File: src/rtl/dfas_pkg.sv
// Purpose: Constants and types of the drive fault and alarm supervisor
// Assumes: Current 0.1 A, voltage 1 V, frequency 0.1 Hz, temp 0.1 degC
// Notes: Overload level is counted in 0.1 % steps
package dfas_pkg;
  // Measurement bundle
  typedef struct packed {
    logic [6:0] cur;
    logic [9:0] dcv;
    logic [11:0] freq;
    logic [10:0] temp;
  } dfas_meas_t;
  // One fault history entry
  typedef struct packed {
    logic [9:0] code;
    dfas_meas_t meas;
  } dfas_hist_t;
  // Auto-reset states
  typedef enum logic [1:0] {
    ARS_RUN = 2'b00,
    ARS_WAIT = 2'b01,
    ARS_LOCK = 2'b11
  } dfas_ars_t;
  // Timing
  localparam int CLK_HZ = 100_000_000;
  localparam int MS_PER_S = 1000;
  localparam int SEC_CYC = CLK_HZ;
  localparam int MS_CYC = CLK_HZ / MS_PER_S;
  // Register offsets
  localparam logic [7:0] RA_CTRL = 8'h00;
  localparam logic [7:0] RA_FTH = 8'h04;
  localparam logic [7:0] RA_FHY = 8'h08;
  localparam logic [7:0] RA_ITH = 8'h0c;
  localparam logic [7:0] RA_RATED = 8'h10;
  localparam logic [7:0] RA_OVL = 8'h14;
  localparam logic [7:0] RA_ARST = 8'h18;
  localparam logic [7:0] RA_STAT = 8'h1c;
  localparam logic [7:0] RA_CODES = 8'h20;
  localparam logic [7:0] RA_LEVEL = 8'h24;
  localparam logic [1:0] RA_HIST_TOP = 2'h1;
  // Control bits
  localparam int CB_RST = 0;
  localparam int CB_EXTA = 1;
  localparam int CB_EXTF = 2;
  localparam int CB_PSRC = 3;
  localparam int CB_SUPHI = 4;
  // Reset values
  localparam logic [11:0] FTH_RST = 12'h01e;
  localparam logic [11:0] FHY_RST = 12'h005;
  localparam logic [6:0] RATED_RST = 7'h10;
  localparam logic [6:0] ITH_RST = RATED_RST;
  localparam logic [7:0] OVL_RST = 8'h13;
  localparam logic [7:0] ARST_RST = 8'h00;
  // Trip levels
  localparam logic [10:0] TEMP_ALM = 11'h44c;
  localparam logic [10:0] TEMP_FLT = 11'h4b0;
  localparam logic [9:0] UV_LO = 10'h0e6;
  localparam logic [9:0] OV_LO = 10'h1cc;
  localparam logic [9:0] UV_HI = 10'h0c8;
  localparam logic [9:0] OV_HI = 10'h19a;
  localparam logic [6:0] HYST_DIV = 7'h14;
  localparam logic [9:0] OVL_ALM = 10'h03f;
  localparam logic [9:0] OVL_FULL = 10'h3e8;
  localparam int TRIP_PCT = 150;
  localparam int TRIP_S = 60;
  localparam int OVL_STEP_MUL = (TRIP_PCT - 100) * TRIP_S / 100;
  localparam logic [7:0] SAVE_MAX = 8'h20;
  localparam logic [4:0] LOCK_WIN_S = 5'h1e;
  localparam logic [1:0] LOCK_CNT = 2'h3;
  // Fault bits and codes
  localparam int FB_UV = 0;
  localparam int FB_OV = 1;
  localparam int FB_OT = 2;
  localparam int FB_OC = 3;
  localparam int FB_OL = 4;
  localparam int FB_SAVE = 5;
  localparam int FB_COPY = 6;
  localparam int FB_EXT = 7;
  localparam int FB_PNL = 8;
  localparam int NF = 9;
  localparam logic [9:0] FC_UV = 10'h015;
  localparam logic [9:0] FC_OV = 10'h016;
  localparam logic [9:0] FC_OT = 10'h033;
  localparam logic [9:0] FC_OC = 10'h046;
  localparam logic [9:0] FC_OL = 10'h048;
  localparam logic [9:0] FC_SAVE = 10'h051;
  localparam logic [9:0] FC_COPY = 10'h052;
  localparam logic [9:0] FC_EXT = 10'h05b;
  localparam logic [9:0] FC_PNL = 10'h2bd;
  // Alarm bits and codes
  localparam int AB_OL = 0;
  localparam int AB_OT = 1;
  localparam int AB_HWID = 2;
  localparam int AB_EXT = 3;
  localparam int AB_PNL = 4;
  localparam int NA = 5;
  localparam logic [9:0] AC_OL = 10'h02e;
  localparam logic [9:0] AC_OT = 10'h032;
  localparam logic [9:0] AC_HWID = 10'h054;
  localparam logic [9:0] AC_EXT = 10'h05a;
  localparam logic [9:0] AC_PNL = 10'h2bc;
endpackage

File: src/rtl/dfas_ovl.sv
// Purpose: Current-time integrator for motor overload
// Assumes: tick_ms is a one-cycle pulse each millisecond
// Notes: One level step is 0.1 % of the trip integral
`timescale 1ns/1ps
module dfas_ovl #(
  parameter int STEP_MUL = dfas_pkg::OVL_STEP_MUL
) (
  // Clock and reset
  input wire logic sys_clk,
  input wire logic resetn,
  // Measurement and settings
  input wire logic tick_ms,
  input wire logic [6:0] cur,
  input wire logic [7:0] ovl_lvl,
  input wire logic [6:0] rated,
  // Restore from non-volatile store
  input wire logic nv_load,
  input wire logic [9:0] nv_level,
  // Results
  output logic [9:0] level,
  output logic alarm,
  output logic fault
);
  logic [9:0] lvl_q, lvl_d;
  logic [13:0] sub_q, sub_d;
  // Excess or deficit against the overload level
  wire logic dis = {1'b0, ovl_lvl} >= {1'b0, rated, 1'b0}; // RQ7
  wire logic over = {1'b0, cur} > ovl_lvl;
  wire logic [7:0] diff = over ? 8'({1'b0, cur} - ovl_lvl)
                               : 8'(ovl_lvl - {1'b0, cur});
  wire logic [13:0] step = 14'(ovl_lvl * STEP_MUL); // RQ6
  wire logic full = lvl_q >= dfas_pkg::OVL_FULL;
  wire logic [13:0] refill = step > 14'(diff) ? step - 14'(diff) : 14'h0;

  // Integrate on ticks, turn whole steps into level between ticks
  always_comb begin
    lvl_d = lvl_q;
    sub_d = sub_q;
    if (dis) begin // RQ7
      lvl_d = 10'h000;
      sub_d = 14'h0000;
    end else if (nv_load) begin // RQ5
      lvl_d = nv_level > dfas_pkg::OVL_FULL ? dfas_pkg::OVL_FULL : nv_level;
      sub_d = 14'h0000;
    end else if (tick_ms && over) begin // RQ4
      sub_d = full ? sub_q : sub_q + 14'(diff);
    end else if (tick_ms) begin
      if (sub_q >= 14'(diff)) begin
        sub_d = sub_q - 14'(diff);
      end else if (lvl_q != 10'h000) begin
        lvl_d = lvl_q - 10'h001;
        sub_d = refill;
      end else begin
        sub_d = 14'h0000;
      end
    end else if (over && !full && sub_q >= step) begin // RQ6
      sub_d = sub_q - step;
      lvl_d = lvl_q + 10'h001;
    end
  end

  // State
  always_ff @(posedge sys_clk or negedge resetn) begin
    if (!resetn) begin
      lvl_q <= 10'h000;
      sub_q <= 14'h0000;
    end else begin
      lvl_q <= lvl_d;
      sub_q <= sub_d;
    end
  end

  // Level report and thresholds
  assign level = lvl_q;
  assign alarm = lvl_q >= dfas_pkg::OVL_ALM; // RQ8
  assign fault = full; // RQ8
endmodule

File: src/rtl/dfas_top.sv
// Purpose: Drive fault and alarm supervisor with register port
// Assumes: meas is on sys_clk; pins are asynchronous, oc, panel present and panel link active high, the others active low
// Notes: Reads return data in the cycle after the read strobe
// How it works
// [RQ1] Frequency relay switches at threshold plus/minus hysteresis
// [RQ2] Current relay releases 5 % rated below
// [RQ3] Any fault blocks PWM, motor coasts
// [RQ4] Integrate current above overload level
// [RQ5] Integrator level restored from non-volatile store
// [RQ6] 150 % overload trips in 60 s
// [RQ7] Overload off at twice rated current
// [RQ8] Overload alarm 6.3 %, fault 100 %
// [RQ9] Temperature alarm 110 C, fault 120 C
// [RQ10] Overcurrent cuts PWM, declares fault
// [RQ11] DC link limits follow supply range
// [RQ12] Broken panel link raises panel alarm
// [RQ13] Panel fault only when panel is source
// [RQ14] Failed hardware identification raises alarm
// [RQ15] Save faults above 32 changes or protected
// [RQ16] Copy aborts on version digit mismatch
// [RQ17] External alarm while its input inactive
// [RQ18] External fault input inactive blocks PWM
// [RQ19] Keep three most recent faults with data; only a fault arriving with none latched, or in the clear cycle, is recorded
// [RQ20] Auto-reset after programmed seconds, zero disables
// [RQ21] Three same faults within 30 s lock
// [RQ22] Faults stay latched until reset
//
// The implementer's own choices: the plain strobed port and the address map.
`timescale 1ns/1ps
module dfas_top #(
  parameter int SEC_CYC = dfas_pkg::SEC_CYC,
  parameter int MS_CYC = dfas_pkg::MS_CYC,
  parameter logic [7:0] FW_VER_XY = 8'h12 // Arbitrary version digits
) (
  // Clock and reset
  input wire logic sys_clk,
  input wire logic resetn,
  // Register port
  input wire logic [7:0] bus_addr,
  input wire logic [31:0] bus_wdata,
  input wire logic bus_wr,
  input wire logic bus_rd,
  output logic [31:0] bus_rdata,
  // Measurements
  input dfas_pkg::dfas_meas_t meas,
  // Asynchronous pins
  input wire logic oc_pin,
  input wire logic ext_alarm_pin,
  input wire logic ext_fault_pin,
  input wire logic panel_present_pin,
  input wire logic panel_link_pin,
  // Parameter services
  input wire logic nv_load,
  input wire logic [9:0] nv_level,
  input wire logic hw_id_done,
  input wire logic hw_id_ok,
  input wire logic save_req,
  input wire logic [7:0] save_diff,
  input wire logic save_wp,
  input wire logic copy_req,
  input wire logic [7:0] copy_ver,
  // Drive side outputs
  output logic pwm_enable,
  output logic relay_freq,
  output logic relay_current,
  output logic [9:0] ovl_level,
  output logic [9:0] fault_code,
  output logic [9:0] alarm_code,
  output logic autoreset_locked
);
  localparam int MSW = $clog2(MS_CYC);
  localparam int SW = $clog2(SEC_CYC);
  localparam int NF = dfas_pkg::NF;

  // Highest numbered fault wins the report
  function automatic logic [9:0] fcode(input logic [NF-1:0] v);
    fcode = 10'h000;
    if (v[dfas_pkg::FB_UV]) fcode = dfas_pkg::FC_UV;
    if (v[dfas_pkg::FB_OV]) fcode = dfas_pkg::FC_OV;
    if (v[dfas_pkg::FB_OT]) fcode = dfas_pkg::FC_OT;
    if (v[dfas_pkg::FB_OC]) fcode = dfas_pkg::FC_OC;
    if (v[dfas_pkg::FB_OL]) fcode = dfas_pkg::FC_OL;
    if (v[dfas_pkg::FB_SAVE]) fcode = dfas_pkg::FC_SAVE;
    if (v[dfas_pkg::FB_COPY]) fcode = dfas_pkg::FC_COPY;
    if (v[dfas_pkg::FB_EXT]) fcode = dfas_pkg::FC_EXT;
    if (v[dfas_pkg::FB_PNL]) fcode = dfas_pkg::FC_PNL;
  endfunction

  // Highest numbered alarm wins the report
  function automatic logic [9:0] acode(input logic [4:0] v);
    acode = 10'h000;
    if (v[dfas_pkg::AB_OL]) acode = dfas_pkg::AC_OL;
    if (v[dfas_pkg::AB_OT]) acode = dfas_pkg::AC_OT;
    if (v[dfas_pkg::AB_HWID]) acode = dfas_pkg::AC_HWID;
    if (v[dfas_pkg::AB_EXT]) acode = dfas_pkg::AC_EXT;
    if (v[dfas_pkg::AB_PNL]) acode = dfas_pkg::AC_PNL;
  endfunction

  // Two-stage pin synchroniser
  logic [4:0] pin_s1_q, pin_s2_q;
  always_ff @(posedge sys_clk or negedge resetn) begin
    if (!resetn) begin
      pin_s1_q <= 5'h00;
      pin_s2_q <= 5'h00;
    end else begin
      pin_s1_q <= {panel_link_pin, panel_present_pin, ext_fault_pin,
                   ext_alarm_pin, oc_pin};
      pin_s2_q <= pin_s1_q;
    end
  end
  wire logic oc_s = pin_s2_q[0];
  wire logic exta_s = pin_s2_q[1];
  wire logic extf_s = pin_s2_q[2];
  wire logic pnl_s = pin_s2_q[3];
  wire logic link_s = pin_s2_q[4];

  // Millisecond and second ticks
  logic [MSW-1:0] ms_q;
  logic [SW-1:0] sec_q;
  wire logic tick_ms = ms_q == MSW'(MS_CYC - 1);
  wire logic tick_s = sec_q == SW'(SEC_CYC - 1);
  always_ff @(posedge sys_clk or negedge resetn) begin
    if (!resetn) begin
      ms_q <= '0;
      sec_q <= '0;
    end else begin
      ms_q <= tick_ms ? '0 : ms_q + MSW'(1);
      sec_q <= tick_s ? '0 : sec_q + SW'(1);
    end
  end

  // Write decode
  wire logic wr_ctrl = bus_wr && bus_addr == dfas_pkg::RA_CTRL;
  wire logic man_clr = wr_ctrl && bus_wdata[dfas_pkg::CB_RST];
  logic [4:1] ctrl_q;
  logic [11:0] fth_q, fhy_q;
  logic [6:0] ith_q, rated_q;
  logic [7:0] ovl_q, arst_q;

  // Settings written by software
  always_ff @(posedge sys_clk or negedge resetn) begin
    if (!resetn) begin
      ctrl_q <= 4'h0;
      fth_q <= dfas_pkg::FTH_RST;
      fhy_q <= dfas_pkg::FHY_RST;
      ith_q <= dfas_pkg::ITH_RST;
      rated_q <= dfas_pkg::RATED_RST;
      ovl_q <= dfas_pkg::OVL_RST;
      arst_q <= dfas_pkg::ARST_RST;
    end else if (bus_wr) begin
      if (wr_ctrl) ctrl_q <= bus_wdata[4:1];
      if (bus_addr == dfas_pkg::RA_FTH) fth_q <= bus_wdata[11:0];
      if (bus_addr == dfas_pkg::RA_FHY) fhy_q <= bus_wdata[11:0];
      if (bus_addr == dfas_pkg::RA_ITH) ith_q <= bus_wdata[6:0];
      if (bus_addr == dfas_pkg::RA_RATED) rated_q <= bus_wdata[6:0];
      if (bus_addr == dfas_pkg::RA_OVL) ovl_q <= bus_wdata[7:0];
      if (bus_addr == dfas_pkg::RA_ARST) arst_q <= bus_wdata[7:0];
    end
  end
  wire logic exta_en = ctrl_q[dfas_pkg::CB_EXTA];
  wire logic extf_en = ctrl_q[dfas_pkg::CB_EXTF];
  wire logic psrc = ctrl_q[dfas_pkg::CB_PSRC];
  wire logic suphi = ctrl_q[dfas_pkg::CB_SUPHI];

  // Relay switch levels
  wire logic [12:0] f_on = {1'b0, fth_q} + {1'b0, fhy_q}; // RQ1
  wire logic [11:0] f_off = fth_q > fhy_q ? fth_q - fhy_q : 12'h000;
  wire logic [6:0] i_hys = rated_q / dfas_pkg::HYST_DIV; // RQ2
  wire logic [6:0] i_off = ith_q > i_hys ? ith_q - i_hys : 7'h00;
  logic rel_f_q, rel_i_q;
  always_ff @(posedge sys_clk or negedge resetn) begin
    if (!resetn) begin
      rel_f_q <= 1'b0;
      rel_i_q <= 1'b0;
    end else begin
      if ({1'b0, meas.freq} >= f_on) rel_f_q <= 1'b1; // RQ1
      else if (meas.freq <= f_off) rel_f_q <= 1'b0; // RQ1
      if (meas.cur > ith_q) rel_i_q <= 1'b1; // RQ2
      else if (meas.cur < i_off) rel_i_q <= 1'b0; // RQ2
    end
  end

  // Overload integrator
  logic ol_alm, ol_flt;
  dfas_ovl u_ovl (
    .sys_clk(sys_clk),
    .resetn(resetn),
    .tick_ms(tick_ms),
    .cur(meas.cur),
    .ovl_lvl(ovl_q),
    .rated(rated_q),
    .nv_load(nv_load),
    .nv_level(nv_level),
    .level(ovl_level),
    .alarm(ol_alm),
    .fault(ol_flt)
  );

  // Alarm conditions
  logic hwid_q;
  always_ff @(posedge sys_clk or negedge resetn) begin
    if (!resetn) hwid_q <= 1'b0;
    else if (hw_id_done) hwid_q <= !hw_id_ok; // RQ14
  end
  wire logic pnl_alm = pnl_s && !link_s; // RQ12
  wire logic [4:0] alm = {pnl_alm, exta_en && !exta_s, hwid_q, // RQ17
    meas.temp >= dfas_pkg::TEMP_ALM, ol_alm}; // RQ9

  // Fault conditions
  wire logic [9:0] uv_lvl = suphi ? dfas_pkg::UV_HI : dfas_pkg::UV_LO;
  wire logic [9:0] ov_lvl = suphi ? dfas_pkg::OV_HI : dfas_pkg::OV_LO;
  wire logic [NF-1:0] fset = {
    pnl_alm && psrc, // RQ13
    extf_en && !extf_s, // RQ18
    copy_req && copy_ver != FW_VER_XY, // RQ16
    save_req && (save_diff > dfas_pkg::SAVE_MAX || save_wp), // RQ15
    ol_flt, // RQ4
    oc_s, // RQ10
    meas.temp >= dfas_pkg::TEMP_FLT, // RQ9
    meas.dcv >= ov_lvl, // RQ11
    meas.dcv <= uv_lvl}; // RQ11

  // Latch: a set in the clear cycle wins
  logic [NF-1:0] flt_q;
  logic auto_clr;
  wire logic clr = man_clr || auto_clr;
  wire logic [NF-1:0] flt_d = (flt_q & ~{NF{clr}}) | fset; // RQ22
  wire logic any_f = |flt_q;
  wire logic new_flt = |fset && (!any_f || clr);
  wire logic [9:0] new_code = fcode(fset);
  logic pwm_q;
  logic [9:0] fcode_q, acode_q;
  always_ff @(posedge sys_clk or negedge resetn) begin
    if (!resetn) begin
      flt_q <= '0;
      pwm_q <= 1'b0;
      fcode_q <= 10'h000;
      acode_q <= 10'h000;
    end else begin
      flt_q <= flt_d; // RQ22
      pwm_q <= !(|flt_d); // RQ3 RQ10 RQ18
      fcode_q <= fcode(flt_d);
      acode_q <= acode(alm);
    end
  end

  // Repeat tracking for auto-reset lockout
  dfas_pkg::dfas_ars_t ars_q, ars_d;
  logic [7:0] ars_sec_q;
  logic [4:0] win_q;
  logic win_on_q;
  logic [1:0] rpt_q;
  logic [9:0] last_q;
  wire logic same = win_on_q && new_code == last_q; // RQ21
  wire logic [1:0] rpt_inc = rpt_q == dfas_pkg::LOCK_CNT ? rpt_q
                                                         : rpt_q + 2'h1;
  always_ff @(posedge sys_clk or negedge resetn) begin
    if (!resetn) begin
      rpt_q <= 2'h0;
      last_q <= 10'h000;
      win_q <= 5'h00;
      win_on_q <= 1'b0;
    end else begin
      if (man_clr) rpt_q <= 2'h0;
      else if (new_flt) rpt_q <= same ? rpt_inc : 2'h1; // RQ21
      if (new_flt) last_q <= new_code;
      if (auto_clr) win_q <= 5'h00;
      else if (tick_s && win_on_q) win_q <= win_q + 5'h01;
      if (auto_clr) win_on_q <= 1'b1;
      else if (win_q == dfas_pkg::LOCK_WIN_S) win_on_q <= 1'b0;
    end
  end

  // Auto-reset sequencer
  assign auto_clr = ars_q == dfas_pkg::ARS_WAIT && any_f
    && ars_sec_q == arst_q; // RQ20
  always_comb begin
    ars_d = ars_q;
    unique case (ars_q)
      dfas_pkg::ARS_RUN: begin
        if (rpt_q == dfas_pkg::LOCK_CNT) ars_d = dfas_pkg::ARS_LOCK;
        else if (any_f && arst_q != 8'h00) ars_d = dfas_pkg::ARS_WAIT;
      end
      dfas_pkg::ARS_WAIT: begin
        if (!any_f || auto_clr) ars_d = dfas_pkg::ARS_RUN; // RQ20
      end
      dfas_pkg::ARS_LOCK: begin
        if (man_clr) ars_d = dfas_pkg::ARS_RUN; // RQ21
      end
      default: ars_d = dfas_pkg::ARS_RUN;
    endcase
  end
  always_ff @(posedge sys_clk or negedge resetn) begin
    if (!resetn) begin
      ars_q <= dfas_pkg::ARS_RUN;
      ars_sec_q <= 8'h00;
    end else begin
      ars_q <= ars_d;
      if (ars_q != dfas_pkg::ARS_WAIT || auto_clr) ars_sec_q <= 8'h00;
      else if (tick_s) ars_sec_q <= ars_sec_q + 8'h01;
    end
  end

  // Fault history, newest in entry 0
  dfas_pkg::dfas_hist_t hist_q [3];
  always_ff @(posedge sys_clk or negedge resetn) begin
    if (!resetn) begin
      hist_q[0] <= '0;
      hist_q[1] <= '0;
      hist_q[2] <= '0;
    end else if (new_flt) begin
      hist_q[2] <= hist_q[1]; // RQ19
      hist_q[1] <= hist_q[0];
      hist_q[0] <= {new_code, meas}; // RQ19
    end
  end

  // Read selection
  wire logic [1:0] h_idx = bus_addr[4:3];
  wire logic h_hit = bus_addr[7:6] == dfas_pkg::RA_HIST_TOP
    && !bus_addr[5] && h_idx != 2'h3;
  wire dfas_pkg::dfas_hist_t h_sel = hist_q[h_hit ? h_idx : 2'h0];
  wire logic [31:0] h_word = bus_addr[2]
    ? {3'h0, h_sel.meas.cur, h_sel.meas.dcv, h_sel.meas.freq}
    : {11'h000, h_sel.code, h_sel.meas.temp};
  wire logic locked = ars_q == dfas_pkg::ARS_LOCK;
  wire logic [31:0] stat = {2'h0, pwm_q, locked, 2'h0, rel_i_q,
    rel_f_q, 3'h0, alm, 7'h00, flt_q};
  wire logic [31:0] rd_val =
    bus_addr == dfas_pkg::RA_CTRL ? {27'h0, ctrl_q, 1'b0} :
    bus_addr == dfas_pkg::RA_FTH ? {20'h0, fth_q} :
    bus_addr == dfas_pkg::RA_FHY ? {20'h0, fhy_q} :
    bus_addr == dfas_pkg::RA_ITH ? {25'h0, ith_q} :
    bus_addr == dfas_pkg::RA_RATED ? {25'h0, rated_q} :
    bus_addr == dfas_pkg::RA_OVL ? {24'h0, ovl_q} :
    bus_addr == dfas_pkg::RA_ARST ? {24'h0, arst_q} :
    bus_addr == dfas_pkg::RA_STAT ? stat :
    bus_addr == dfas_pkg::RA_CODES ? {6'h0, acode_q, 6'h0, fcode_q} :
    bus_addr == dfas_pkg::RA_LEVEL ? {22'h0, ovl_level} :
    h_hit ? h_word : 32'h0;
  logic [31:0] rdata_q;
  always_ff @(posedge sys_clk or negedge resetn) begin
    if (!resetn) rdata_q <= 32'h0;
    else rdata_q <= bus_rd ? rd_val : 32'h0;
  end

  // Outputs
  assign bus_rdata = rdata_q;
  assign pwm_enable = pwm_q;
  assign relay_freq = rel_f_q;
  assign relay_current = rel_i_q;
  assign fault_code = fcode_q;
  assign alarm_code = acode_q;
  assign autoreset_locked = locked;
endmodule

File: config.mk
export PLATFORM = sky130hd
export DESIGN_NAME = dfas_top
export DESIGN_NICKNAME = d
export VERILOG_FILES = /design/src/rtl/dfas_pkg.sv /design/src/rtl/dfas_ovl.sv /design/src/rtl/dfas_top.sv
export SDC_FILE = /design/constraint.sdc
export NUM_CORES = 1
export LEC_CHECK = 0
export ABC_AREA = 1
export BUFFER_PORTS_ARGS = -buffer_cell sky130_fd_sc_hd__clkbuf_2
export CORE_MARGIN = 5
export CORE_UTILIZATION = 53
export DETAILED_ROUTE_END_ITERATION = 16
export GPL_TIMING_DRIVEN = 1
export PLACE_DENSITY = 0.8
export SLEW_MARGIN = 20
export SYNTH_ARGS = -nofsm -noshare
export SYNTH_HDL_FRONTEND = slang
export SYNTH_SLANG_ARGS = --single-unit
File: constraint.sdc
create_clock -name sys_clk -period 4.1 [get_ports sys_clk]
set_clock_uncertainty 0.1 [all_clocks]
set_input_delay 0.41 -clock sys_clk [delete_from_list [all_inputs] [get_ports sys_clk]]
set_output_delay 0.41 -clock sys_clk [all_outputs]
set_load 0.02 [all_outputs]
==> summary by stage <==
Worst setup path
At the worst endpoint, the arrival time is between 4 and 5 ns. The longest individual stage delay on the worst path is about 0.61 ns. Along the worst path, the maximum fanout reaches 6. The critical path goes through fa_1 -> fa_1 -> ha_4 -> buf_12 -> nand2_8 -> o21bai_4 -> o21ai_0 -> nand2_2 -> ha_1 -> nand2_1 -> buf_4 -> nor2_4 -> nand4_1 -> nand3_1 -> nand3_2 -> nand2_1 -> nand2_2 -> buf_4 -> nor2_4 -> nand4_1 -> o21ai_2. The length in cells of the worst reg-to-reg path is 21. The source of the critical timing path is ovl_q[4]$_DFFE_PN1P_. The cell at the slowest stage of the critical path is sky130_fd_sc_hd__dfstp_2. The critical path data required time is around 4.5 ns.

The worst setup path is captured at a flop. The beginning of the worst register-to-register path is ovl_q[4]$_DFFE_PN1P_. The launching element type of the critical path is a flop.

The setup path with the least slack is of type flop to flop.

Run status
The flow ran to the end, but the final reports show violations. The final reports fail on negative setup slack.

Timing
The worst setup slack after layout is -0.3040 ns. The measured slew at the worst slew-check pin is around 0.87 ns. The maximum clock frequency is ~230 MHz. The final clock period utilization by the worst path is 1.074. The number of failing hold endpoints at the final stage came to 0. Setup repair after global routing could not meet its margin everywhere. The max-slew violation total from the final report is 0. The final critical-path required period is ~4.4 ns. The total of endpoints with negative setup slack in the final report is 24. In this run the tightest slew margin relative to its limit is 0.4081.

Routing
The number of iterations in the first detailed-routing pass is 6. The DRC marker count from the first detailed-route iteration is between 2000 and 2500. The number of design rule violations left after detail routing is 0. The number of nets still failing antenna checks after routing is 0. The total via count in the routed design is between 20000 and 25000.

The total routed wirelength is around 71000 µm. The via-per-instance ratio is between 5 and 6. The routed length per placed instance is ~17 µm.

Die
The die outline area is slightly below 50000 µm². From bottom edge to top edge, the die measures around 220 µm. The number of placed I/O pins is roughly 190. The total number of placement rows is between 70 and 80. The area inside the core boundary is between 40000 and 50000 µm². The initial utilization of the core area, before any placement, comes to 0.5364.

Measured along the x axis, the die boundary spans approximately 220 µm.

CTS
TritonCTS built the clock tree. Clock-pin slew was measured on the worst setup and hold paths at about 0.060 ns. The root buffer cell chosen for the clock tree is sky130_fd_sc_hd__clkbuf_16. At the later pin of the worst-skew pair, clock insertion delay measures between 0.5 and 0.6 ns. The number of clock sinks is 355.

The largest buffer count on any clock path is 3. The number of levels the H-tree was split into is 2. The CTS buffer count is 39.

Synth
The total of flip-flops plus latches after synthesis is between 300 and 400. The number of instances in the synthesized netlist is about 3200. For this run, asynchronously set or reset flops after synthesis account for 1.000.

A synthesized cell averages between 7 and 8 µm². For this run, the register share of the synthesized area comes to 0.3751. Among all flip-flop cells after synthesis, the most frequent one is sky130_fd_sc_hd__dfrtp_1. The netlist area before placement is ~24000 µm². For this run, the number of Yosys warnings is 0.

The number of distinct library cells after synthesis is between 60 and 70. Counting flops with a built-in enable in the synthesized netlist gives 0.

Final layout
After routing the design area is around 28000 µm². The final layout contains 3792 nets. The area growth from synthesis to final layout is 19.71%. 0 antenna diodes ended up in the layout. In the final layout, the share of cells above drive strength 1 is 0.1735.

Excluding fillers, the count of instances in the completed layout stands at a little over 4000.

Global routing
The number of antenna violations at the first check in global routing is 2. The total overflow left after global routing is 0. The global-route total usage across every layer is 0.2841. The first global-routing pass estimated ~120000 µm of wire. Entering global routing, the biggest net connects 200 pins. The via count of the first global-routing pass came to 22050.

Pwr
The design draws approximately 14 mW. Dividing total power by cell area gives a power density of roughly 510 nW/µm². Across the VDD grid, the largest voltage drop is around 0.00064 V. The leakage power figure is ~14 nW.

Placement
Detailed placement ended at an HPWL of 53220 µm. The number of placed instances, taps included is 4000. The placed instances occupy a cell area of between 20000 and 30000 µm². At the end of routability-driven placement, the weighted congestion stood at slightly above 1. The port buffer count is 161.

Min path
The classification of the worst-slack hold path is primary input to flop. The cell count of the worst hold path is 3. The worst hold path begins at bus_wdata[8].

Flow run
The count of max-cap constraint violations is 0.
[timing repair]
| action | 4_1_cts | 5_1_grt |
|---|---|---|
| buffers inserted | 20 | 6 |
| cloned | 1 | 0 |
| hold buffers | 13 | 0 |
| pin swaps | 31 | 19 |
| setup endpoints to repair | 24 | 25 |
| resized for setup | 66 | 40 |
| hold endpoints to repair | 99 | 0 |
[flip-flops by register name (all words and copies together), names as in the netlist, 2 cells and up]
signal and flops:
hist_q 144, bus_rdata 30, sec_q 27, ms_q 17
u_ovl.sub_q 14, fhy_q 12, fth_q 12, u_ovl.level 10
ars_sec_q 8, arst_q 8, fault_code 8, flt_q 8
ovl_q 8, alarm_code 7, ith_q 7, rated_q 7
pin_s1_q 5, pin_s2_q 5, win_q 5, ctrl_q 4
ars_q 2, rpt_q 2
[metal layers]
metal,GRT usage,vias to the layer above,part of all wire
met4,0.1090,4,0.043
met2,0.4480,972,0.44
li1,-,11050,-
met1,0.3866,10760,0.42
met5,0,-,0.00036
met3,0.06262,185,0.090
[metrics by stage]
stage	setup WS [ns]	util	hold WS (ns)	TNS (ns)
after floorplan	-0.05410	-	0.01441	-0.4630
after global placement	-0.1959	0.5939	0.2335	-3.044
after detailed placement	-0.2974	0.5939	0.2356	-4.818
after CTS	-0.1333	0.6375	0.002481	-1.937
after global routing	-0.6079	0.6421	0.01695	-11.21
final	-0.3040	0.6421	0.007544	-5.027
[Yosys cell counts, drive strengths merged (13+ instances only)]
library cell,instances,area [µm²]
clkbuf,42,157.7
xor2,52,470.5
nor3,52,296.5
buf,55,365.4
a211oi,13,97.59
ha,160,2002
nand3,127,655.6
o21ai,410,2078
nor2,248,1007
nand2,766,2944
xnor2,20,175.2
nand4,61,400.4
dfrtp,344,8608
a31oi,20,125.1
o211ai,15,112.6
a21oi,200,1005
fa,23,460.4
nor4,17,121.4
inv,429,1610
[where the power goes]
group	switching [mW]	internal (mW)
combinational	3.64	2.21
sequential	0.588	4.32
clock	1.50	2.12
total	5.72	8.65
[cells in the final DEF, fill, tap and decap left out, types with 13 or more instances in the layout]
cell type / synthesis / final
sky130_fd_sc_hd__a211oi_1: 13 / 13
sky130_fd_sc_hd__a21oi_1: 199 / 188
sky130_fd_sc_hd__a31oi_1: 20 / 20
sky130_fd_sc_hd__buf_4: 26 / 190
sky130_fd_sc_hd__clkbuf_16: 0 / 39
sky130_fd_sc_hd__clkbuf_2: 0 / 160
sky130_fd_sc_hd__dfrtp_1: 344 / 342
sky130_fd_sc_hd__dlygate4sd3_1: 0 / 13
sky130_fd_sc_hd__fa_1: 23 / 19
sky130_fd_sc_hd__ha_1: 160 / 147
sky130_fd_sc_hd__ha_4: 0 / 13
sky130_fd_sc_hd__inv_1: 414 / 406
sky130_fd_sc_hd__inv_2: 15 / 21
sky130_fd_sc_hd__nand2_1: 750 / 737
sky130_fd_sc_hd__nand2_2: 12 / 19
sky130_fd_sc_hd__nand3_1: 123 / 118
sky130_fd_sc_hd__nand4_1: 58 / 58
sky130_fd_sc_hd__nor2_1: 233 / 225
sky130_fd_sc_hd__nor2_2: 9 / 13
sky130_fd_sc_hd__nor3_1: 46 / 43
sky130_fd_sc_hd__nor4_1: 16 / 16
sky130_fd_sc_hd__o211ai_1: 15 / 15
sky130_fd_sc_hd__o21ai_0: 369 / 356
sky130_fd_sc_hd__o21ai_1: 34 / 40
sky130_fd_sc_hd__o21ai_2: 7 / 13
sky130_fd_sc_hd__xnor2_1: 20 / 17
sky130_fd_sc_hd__xor2_1: 50 / 45
[final cells by class]
class	count	area [µm²]
Inverter	434	1634
Timing Repair Buffer	378	2574
Tap cell	592	740.7
Clock buffer	55	1126
Clock inverter	13	183.9
Fill cell	3640	15830
Multi-Input combinational cell	2280	13240
Sequential cell	355	8900
[kinds of logic (layout without fill, tap and decap cells)]
kind of cell	after synthesis	after routing	synth area share
AND/OR/NAND/NOR	1293	1294	0.2354
buffers and inverters	531	880	0.09073
flip-flops	355	355	0.3751
AO/OA/AOI/OAI	725	725	0.1671
adder cells (fa/ha/maj)	183	183	0.1038
other	1	5	0.0001581
XOR/XNOR	72	72	0.02722
multiplexers	1	1	0.0004220
[critical path, delay by kind of cell, from the launching register on]
kind | cells | cell delay (ns)
fa+ha+maj | 4 | 1.62
simple gates | 11 | 1.16
flops | 1 | 0.61
buf+inv | 3 | 0.45
compound gates | 3 | 0.41
[worst paths after layout]
check,to,slack [ns]
max reg2reg,u_ovl.sub_q[8]$_DFFE_PN0P_,-0.30
max in group asynchronous,hist_q[84]$_DFFE_PN0P_,2.50
min reg2reg,pin_s2_q[0]$_DFF_PN0_,0.24
min in group asynchronous,bus_rdata[11]$_DFF_PN0_,0.38
min,fth_q[8]$_DFFE_PN0P_,0.008
max,u_ovl.sub_q[8]$_DFFE_PN0P_,-0.30
No activity file was read; power rests on OpenSTA's default activity.
